[config.mk]
export PLATFORM = sky130hd
export DESIGN_NAME = cog_clock_output_generator
export DESIGN_NICKNAME = d
export VERILOG_FILES = /design/src/inc/cog_pkg.sv /design/src/inc/cog_osc_if.sv /design/src/core/cog_osc_sync.sv /design/src/core/cog_clock_output_generator.sv
export VERILOG_INCLUDE_DIRS = /design/src /design/src/inc
export SDC_FILE = /design/constraint.sdc
export NUM_CORES = 1
export LEC_CHECK = 0
export ABC_CLOCK_PERIOD_IN_PS = 3850
export BUFFER_PORTS_ARGS = -buffer_cell sky130_fd_sc_hd__clkbuf_2
export CAP_MARGIN = 10
export CORE_MARGIN = 8
export CORE_UTILIZATION = 50
export CTS_BUF_LIST = sky130_fd_sc_hd__clkbuf_4 sky130_fd_sc_hd__clkbuf_8
export DETAILED_ROUTE_END_ITERATION = 6
export GPL_TIMING_DRIVEN = 0
export PLACE_DENSITY_LB_ADDON = 0.2
export SYNTH_ARGS = -nofsm -noshare
export SYNTH_HDL_FRONTEND = slang
export SYNTH_HIERARCHICAL = 1
export SYNTH_SLANG_ARGS = --single-unit
[constraint.sdc]
create_clock -name mclk -period 3.85 [get_ports mclk]
set_input_delay 0.77 -clock mclk [delete_from_list [all_inputs] [get_ports mclk]]
set_output_delay 0.77 -clock mclk [all_outputs]
set_load 0.05 [all_outputs]
[src/inc/cog_consts.svh]
// Register offsets, field positions and reset values of the clock output generator
// What this block does
// - Clock derives from 24 MHz oscillator only
// - Five-bit divide factor, 1 to 31
// - New factor applied after current period ends
// - Pin select routes clock to GPIO4/GPIO6
// - Enable gates waveform only, never pin routing
// - Disable finishes period, then rests at 0
// - Reference enable forces GPIO3 as clock input
// - Clear write resets divider, output 0 now
// - Clear bit reads back 1 while idle or in pass-through
// - Clear plus new factor applies factor immediately
// - Inversion is last stage, sets rest level
// - Inversion change acts at once, glitch possible
// - Duty-balance option equalises halves for odd factors
// - Factors 0 and 1 pass oscillator through
// - Balance off: low half one cycle shorter for odd factors
// - Balance on: two-edge combination, near 1:1
`ifndef COG_CONSTS_SVH
`define COG_CONSTS_SVH

`define COG_DIVSET_ADDR    8'h8F
`define COG_DIVSET_RESET   8'h00
`define COG_PORTSET_ADDR   8'hB6
`define COG_PORTSET_RESET  8'h00

`define COG_CLR_BIT        7
`define COG_INV_BIT        6
`define COG_SYM_BIT        5
`define COG_DIV_MSB        4
`define COG_DIV_LSB        0

`define COG_SEL4_BIT       4
`define COG_SEL6_BIT       5
`define COG_EN_BIT         3
`define COG_REFEN_BIT      2

`define COG_BYPASS_MAX     5'h01
`define COG_CNT_ONE        5'h01

`endif

[src/inc/cog_pkg.sv]
// Types shared by the clock output generator
package cog_pkg;

  typedef logic [7:0] cog_byte_t;
  typedef logic [4:0] cog_div_t;

  typedef enum logic [1:0]
  {
    COG_IDLE = 2'b00,
    COG_PASS = 2'b01,
    COG_LOW  = 2'b10,
    COG_HIGH = 2'b11
  } cog_phase_e;

endpackage

[src/inc/cog_osc_if.sv]
// Synchronised oscillator level and edge ticks
`timescale 1ns/1ns
`default_nettype none

interface cog_osc_if;
  logic level;
  logic rise;
  logic fall;

  modport src
  (
    output level,
    output rise,
    output fall
  );

  modport dst
  (
    input level,
    input rise,
    input fall
  );
endinterface

`default_nettype wire

[src/core/cog_osc_sync.sv]
// Oscillator pin synchroniser and edge detector
`timescale 1ns/1ns
`default_nettype none

module cog_osc_sync
(
  input  wire logic mclk,
  input  wire logic srst,
  input  wire logic oscClk,
  cog_osc_if.src    osc
);
  logic meta_reg;
  logic sync_reg;
  logic prev_reg;

  // First stage feeds only the second stage
  always_ff @(posedge mclk)
  begin
    if (srst)
    begin
      meta_reg <= 1'b0;
      sync_reg <= 1'b0;
      prev_reg <= 1'b0;
    end
    else
    begin
      meta_reg <= oscClk;
      sync_reg <= meta_reg;
      prev_reg <= sync_reg;
    end
  end

  assign osc.level = sync_reg;
  assign osc.rise  = sync_reg & ~prev_reg;
  assign osc.fall  = ~sync_reg & prev_reg;
endmodule

`default_nettype wire

[src/core/cog_clock_output_generator.sv]
// Clock output generator: SFR pair, divider and pin routing
`timescale 1ns/1ns
`default_nettype none
`include "cog_consts.svh"

module cog_clock_output_generator
(
  input  wire logic              mclk,
  input  wire logic              srst,
  input  wire logic              oscClk,
  input  wire logic              gpio3In,
  input  wire cog_pkg::cog_byte_t sfrAddr,
  input  wire logic              sfrWr,
  input  wire logic              sfrRd,
  input  wire cog_pkg::cog_byte_t sfrWdata,
  output var  cog_pkg::cog_byte_t sfrRdata,
  output var  logic              gpio4ClkSel,
  output var  logic              gpio4Clk,
  output var  logic              gpio6ClkSel,
  output var  logic              gpio6Clk,
  output var  logic              gpio3ForceInput,
  output var  logic              refClk
);
  import cog_pkg::*;

  cog_osc_if osc ();

  cog_byte_t  divSet_reg;
  cog_byte_t  portSet_reg;
  cog_phase_e phase_reg;
  cog_div_t   curDiv_reg;
  logic       curSym_reg;
  logic [4:0] halfCnt_reg;
  logic       genClk_reg;
  logic       refMeta_reg;
  logic       refSync_reg;
  logic       clkOut_next;
  logic       divWrite;
  logic       portWrite;
  logic       clrWrite;
  logic       tick;
  logic       enable;
  logic       idle;
  cog_div_t   newDiv;
  logic       newSym;

  // Half-period length in ticks; balanced mode counts both oscillator edges
  function automatic logic [4:0] halfLen
  (
    input cog_div_t f,
    input logic     sym,
    input logic     high
  );
    logic [4:0] lowPart;
    lowPart = f >> 1;
    if (sym)
      return f;
    else if (high)
      return f - lowPart;
    else
      return lowPart;
  endfunction

  cog_osc_sync u_osc_sync
  (
    .mclk   (mclk),
    .srst   (srst),
    .oscClk (oscClk),
    .osc    (osc)
  );

  assign divWrite  = sfrWr && (sfrAddr == `COG_DIVSET_ADDR);
  assign portWrite = sfrWr && (sfrAddr == `COG_PORTSET_ADDR);
  assign clrWrite  = divWrite && sfrWdata[`COG_CLR_BIT];
  assign enable    = portSet_reg[`COG_EN_BIT];
  assign newDiv    = divSet_reg[`COG_DIV_MSB:`COG_DIV_LSB];
  assign newSym    = divSet_reg[`COG_SYM_BIT];
  // Balanced mode uses both edges, i.e. the second flop's falling-edge timing
  assign tick      = curSym_reg ? (osc.rise | osc.fall) : osc.rise;
  assign idle      = (phase_reg != COG_LOW) && (phase_reg != COG_HIGH);

  // Clear is a strobe, so bit 7 is never stored
  always_ff @(posedge mclk)
  begin
    if (srst)
      divSet_reg <= `COG_DIVSET_RESET;
    else if (divWrite)
      divSet_reg <= {1'b0, sfrWdata[6:0]};
  end

  always_ff @(posedge mclk)
  begin
    if (srst)
      portSet_reg <= `COG_PORTSET_RESET;
    else if (portWrite)
      portSet_reg <= sfrWdata;
  end

  // Divider; setting changes are sampled on oscillator edges, except clear, which acts at once
  always_ff @(posedge mclk)
  begin
    if (srst)
    begin
      phase_reg   <= COG_IDLE;
      curDiv_reg  <= 5'h00;
      curSym_reg  <= 1'b0;
      halfCnt_reg <= 5'h00;
      genClk_reg  <= 1'b0;
    end
    else if (clrWrite)
    begin
      // Next start reloads from the register, picking up a factor written alongside
      phase_reg   <= COG_IDLE;
      halfCnt_reg <= 5'h00;
      genClk_reg  <= 1'b0;
    end
    else
    begin
      case (phase_reg)
        COG_IDLE:
        begin
          genClk_reg <= 1'b0;
          if (enable && osc.rise)
          begin
            curDiv_reg <= newDiv;
            curSym_reg <= newSym;
            if (newDiv <= `COG_BYPASS_MAX)
            begin
              phase_reg  <= COG_PASS;
              genClk_reg <= 1'b1;
            end
            else
            begin
              phase_reg   <= COG_LOW;
              halfCnt_reg <= `COG_CNT_ONE;
            end
          end
        end
        COG_PASS:
        begin
          genClk_reg <= osc.level;
          // Leave on an oscillator fall, once the high half of its period has finished; a clear write leaves at once
          if (osc.fall && (!enable || newDiv > `COG_BYPASS_MAX))
          begin
            phase_reg  <= COG_IDLE;
            genClk_reg <= 1'b0;
          end
        end
        COG_LOW:
        begin
          if (tick)
          begin
            if (halfCnt_reg == halfLen(curDiv_reg, curSym_reg, 1'b0))
            begin
              phase_reg   <= COG_HIGH;
              halfCnt_reg <= `COG_CNT_ONE;
              genClk_reg  <= 1'b1;
            end
            else
              halfCnt_reg <= halfCnt_reg + `COG_CNT_ONE;
          end
        end
        COG_HIGH:
        begin
          if (tick)
          begin
            if (halfCnt_reg == halfLen(curDiv_reg, curSym_reg, 1'b1))
            begin
              if (!enable)
              begin
                phase_reg  <= COG_IDLE;
                genClk_reg <= 1'b0;
              end
              else
              begin
                curDiv_reg <= newDiv;
                curSym_reg <= newSym;
                if (newDiv <= `COG_BYPASS_MAX)
                begin
                  phase_reg  <= COG_PASS;
                  genClk_reg <= 1'b1;
                end
                else
                begin
                  phase_reg   <= COG_LOW;
                  halfCnt_reg <= `COG_CNT_ONE;
                  genClk_reg  <= 1'b0;
                end
              end
            end
            else
              halfCnt_reg <= halfCnt_reg + `COG_CNT_ONE;
          end
        end
        default:
        begin
          phase_reg  <= COG_IDLE;
          genClk_reg <= 1'b0;
        end
      endcase
    end
  end

  // Inverter sits after the divider and is not synchronised to it, so
  // flipping it mid-period can emit a short pulse
  assign clkOut_next = genClk_reg ^ divSet_reg[`COG_INV_BIT];

  // Pin routing follows the select bits alone, independent of the enable
  always_ff @(posedge mclk)
  begin
    if (srst)
    begin
      gpio4ClkSel <= 1'b0;
      gpio6ClkSel <= 1'b0;
      gpio4Clk    <= 1'b0;
      gpio6Clk    <= 1'b0;
    end
    else
    begin
      gpio4ClkSel <= portSet_reg[`COG_SEL4_BIT];
      gpio6ClkSel <= portSet_reg[`COG_SEL6_BIT];
      gpio4Clk    <= portSet_reg[`COG_SEL4_BIT] & clkOut_next;
      gpio6Clk    <= portSet_reg[`COG_SEL6_BIT] & clkOut_next;
    end
  end

  // Reference pin: forced input overrides port data and config downstream
  always_ff @(posedge mclk)
  begin
    if (srst)
    begin
      refMeta_reg     <= 1'b0;
      refSync_reg     <= 1'b0;
      gpio3ForceInput <= 1'b0;
      refClk          <= 1'b0;
    end
    else
    begin
      refMeta_reg     <= gpio3In;
      refSync_reg     <= refMeta_reg;
      gpio3ForceInput <= portSet_reg[`COG_REFEN_BIT];
      refClk          <= portSet_reg[`COG_REFEN_BIT] & refSync_reg;
    end
  end

  // Read data lands one cycle after the read strobe and holds until the next read
  always_ff @(posedge mclk)
  begin
    if (srst)
      sfrRdata <= 8'h00;
    else if (sfrRd)
    begin
      case (sfrAddr)
        `COG_DIVSET_ADDR:  sfrRdata <= {idle, divSet_reg[6:0]};
        `COG_PORTSET_ADDR: sfrRdata <= portSet_reg;
        default:           sfrRdata <= 8'h00;
      endcase
    end
  end
endmodule

`default_nettype wire

==> summary by stage <==
Clock tree
Clock-pin slew was measured on the worst setup and hold paths at roughly 90 ps. The CTS tree is done. The total of cells resized after clock tree synthesis is 0. The clock tree root driver cell is clkbuf_8. The setup fix buffers added after clock tree synthesis is 0.

The number of clock sinks is 48. The clock buffer count from CTS is 5. In this run the deepest clock path goes through 2 buffers. The source-to-sink clock delay at the later pin of the worst-skew pair is about 300 ps.

The H-tree generated during clock tree synthesis spans 2 levels. The number of hold buffers added after CTS was 0.

Routing
The average wire per cell in the routed design is between 10 and 15 microns. The number of DRC violations after detailed-routing iteration 0 is ~140. The final layout contains routed wiring with a total length of 6300 microns.

In the routed design, unresolved DRC markers number 0. In the routed layout, each cell is associated on average with a via count of approximately 5.6. The number of vias in the routed layout is approximately 2400.

The count of nets left with antenna violations once routing finished came out at 0. The first TritonRoute pass finished after 4 iterations.

Pwr
The analysis attributes to cell leakage a power of between 0.001 and 0.0015 uW. The total power divided by cell area is approximately 420 nW/um^2. The worst vdd rail ir drop is 0.275 mV.

Setup path
At the worst endpoint, the arrival time is roughly 3400 ps. In this run the worst path has a maximum fanout of 9. The critical path endpoint category is a register. The largest incremental delay on the critical path is about 520 ps. The slowest library cell on the worst path is or4_4. STA puts the critical path data required time at between 4000 and 5000 ps. The kind of launch point of the worst setup path is a register. The launching point of the worst reg2reg path is curDiv_reg[0].

The worst reg2reg path endpoint is phase_reg[1]. The critical path is of the reg2reg type. The signal on the critical path passes through inv_1 > ha_1 > fa_1 > xnor2_1 > mux2_4 > or4_4 > or2_4 > o21ai_2 > a31oi_1 > a211oi_1. The setup check on the worst reg-to-reg path leaves a slack of between 600 and 700 ps. The worst register-to-register path has a depth of 10.

Timing
Setup violations remaining at the end of the flow were counted as 0. The clock arrives with between 8 and 9 ps of skew. Dividing the final minimum period by the clock period gives 0.836.

Setup repair after global routing left no endpoint under its margin. The post-route worst hold slack is between 400 and 500 ps. The post-layout minimum cycle time is around 3200 ps. Adding up every negative setup slack in the final design gives 0 ps.

Timing would allow up to 0.311 GHz. In this run the tightest slew margin relative to its limit is 0.418. At the pin with the least slew margin, the transition time is 865 ps. The number of max-slew violations in the final report is 0.

The number of hold violations in the final report is 0.

Logic synthesis
The async set-reset flop share out of synthesis is 0. Synthesis instantiated 52 different standard cells from the library. The number of enable-type register cells in the synthesized netlist is 0.

The share of synthesized area in the top cell type comes to 0.366. The share of the Yosys chip area taken by registers is 0.366. The net count after synthesis is 350. The per-instance average area after synthesis is 8.29 sq um. The cell area after technology mapping is around 2600 sq um.

Yosys printed 6 warnings. In the synthesized netlist the dominant register cell turns out to be dfxtp_1. The biggest area consumer among synthesized cells is dfxtp_1. After synthesis, the cell types taking the most area are dfxtp_1 37%, a21oi_1 5.7%, nand3_1 5.3%, ha_1 4.8%, nor2b_1 3.8%.

The cell count after synthesis is between 300 and 400. The post-synthesis register bit count is 48.

Hold path
The depth of the worst hold-timing path is 1. The startpoint of the worst hold path is refSync_reg. The worst min-delay path class is reg2reg. For hold timing, the worst endpoint is refClk.

Die
From bottom edge to top edge, the die measures slightly below 90 microns. The die covers 7830 sq um. The initial cell density of the core is 0.518. In this run the core area contains 26 standard-cell rows. The number of top-level pins is 36.

The die width is roughly 90 microns. The region available for standard cell placement spans ~5100 sq um.

Finish
The share of the core filled with cells in the final layout is 0.589. For this run, the post-layout net count is between 300 and 400. Leaving out fill and tap cells, the most frequent cell in the layout is dfxtp_1. The growth of design area from synthesis to finish is 13.7%. The top cell types in the final layout, fill and taps aside, are 48 x dfxtp_1, 36 x clkbuf_2, 30 x a21oi_1.

The fraction of layout cells with a size suffix above 1 is 0.161. The number of antenna diodes in the final layout is 0.

GRT
Entering global routing, the biggest net connects 16 pins. The first global-routing pass estimated roughly 11000 microns of wire. In the global route stage, overall resource usage came out at 0.169. Summed over all layers, the global routing overflow is 0. The initial antenna violation count came to 0. The number of global-route vias before repair is 2221.

Run status
The flow ran to the end, and the final reports show no timing, DRC or antenna violations.

Place
The count of buffers added on input and output ports is 34. The post-DP HPWL is ~4700 microns. At the end of routability-driven placement, the weighted congestion stood at ~0.85.

Run
The number of maximum-capacitance violations is 0.
==> report_power, final <==
part           total [uW]  switching, uW  internal (uW)
Combinational         384            238            146
Clock                 323            176            147
Sequential            535           15.7            519
==> worst max-delay path by stage <==
stage                  start        endpoint  slack [ps]
2_1_floorplan  curDiv_reg[0]  halfCnt_reg[2]         900
3_3_place_gp   curDiv_reg[0]    phase_reg[1]         740
3_5_place_dp   curDiv_reg[0]    phase_reg[0]         640
4_1_cts        curDiv_reg[0]    phase_reg[0]         630
5_1_grt        curDiv_reg[0]    phase_reg[0]         490
6_report       curDiv_reg[0]    phase_reg[1]         630
==> layer usage <==
layer  track usage  part of all wire  up-vias
met5             0                 0        -
met4        0.0599             0.013        0
met3        0.0344             0.063        9
met2         0.248              0.44       72
met1         0.238              0.48     1096
li1              -                 -     1228
==> synthesized netlist by cell type (4+ instances only) <==
library cell	n
nand3_1	28
nor2b_1	16
inv_1	12
o21ai_0	13
nand2_1	25
dfxtp_1	48
clkbuf_1	13
xor2_1	6
nor2_1	17
o2111ai_1	5
nor3_1	5
a211oi_1	12
o211ai_1	4
a21oi_1	30
nand2b_1	4
and3_1	4
ha_1	10
a31oi_1	5
xnor2_1	5
a22oi_1	8
==> worst max-delay path: cells and delay by family, from the launching register on <==
family / cells / cell delay (ps)
AO/OA/AOI/OAI: 3 / 720
buffers and inverters: 1 / 60
flip-flops: 1 / 390
adder cells (fa/ha/maj): 2 / 620
multiplexers: 1 / 320
XOR/XNOR: 1 / 230
AND/OR/NAND/NOR: 2 / 780
==> per-stage QoR <==
stage          total power, uW  setup slack, ps  area [sq um]  std cells
2_1_floorplan              837              903          2630        317
3_3_place_gp               915              736          2890        421
3_5_place_dp               923              643          2890        421
4_1_cts                   1240              627          2980        429
5_1_grt                   1320              489          2990        430
6_report                  1240              631          2990        430
==> kinds of logic after synthesis <==
group           share of synthesized area
compound gates                      0.233
mux                                0.0229
simple gates                        0.230
fa+ha+maj                          0.0552
buf+inv                            0.0567
flops                               0.366
xor+xnor                           0.0367
==> area by class of cell <==
type,instances,area (sq um)
timing repair buffer,35,175
clock inverter,2,13.8
fill,483,2090
buffer,20,104
sequential,48,961
clock buffer,6,82.6
tap,70,87.6
inverter,12,45.0
multi-input combinational,237,1520
Power figures use the tool's default switching activity.
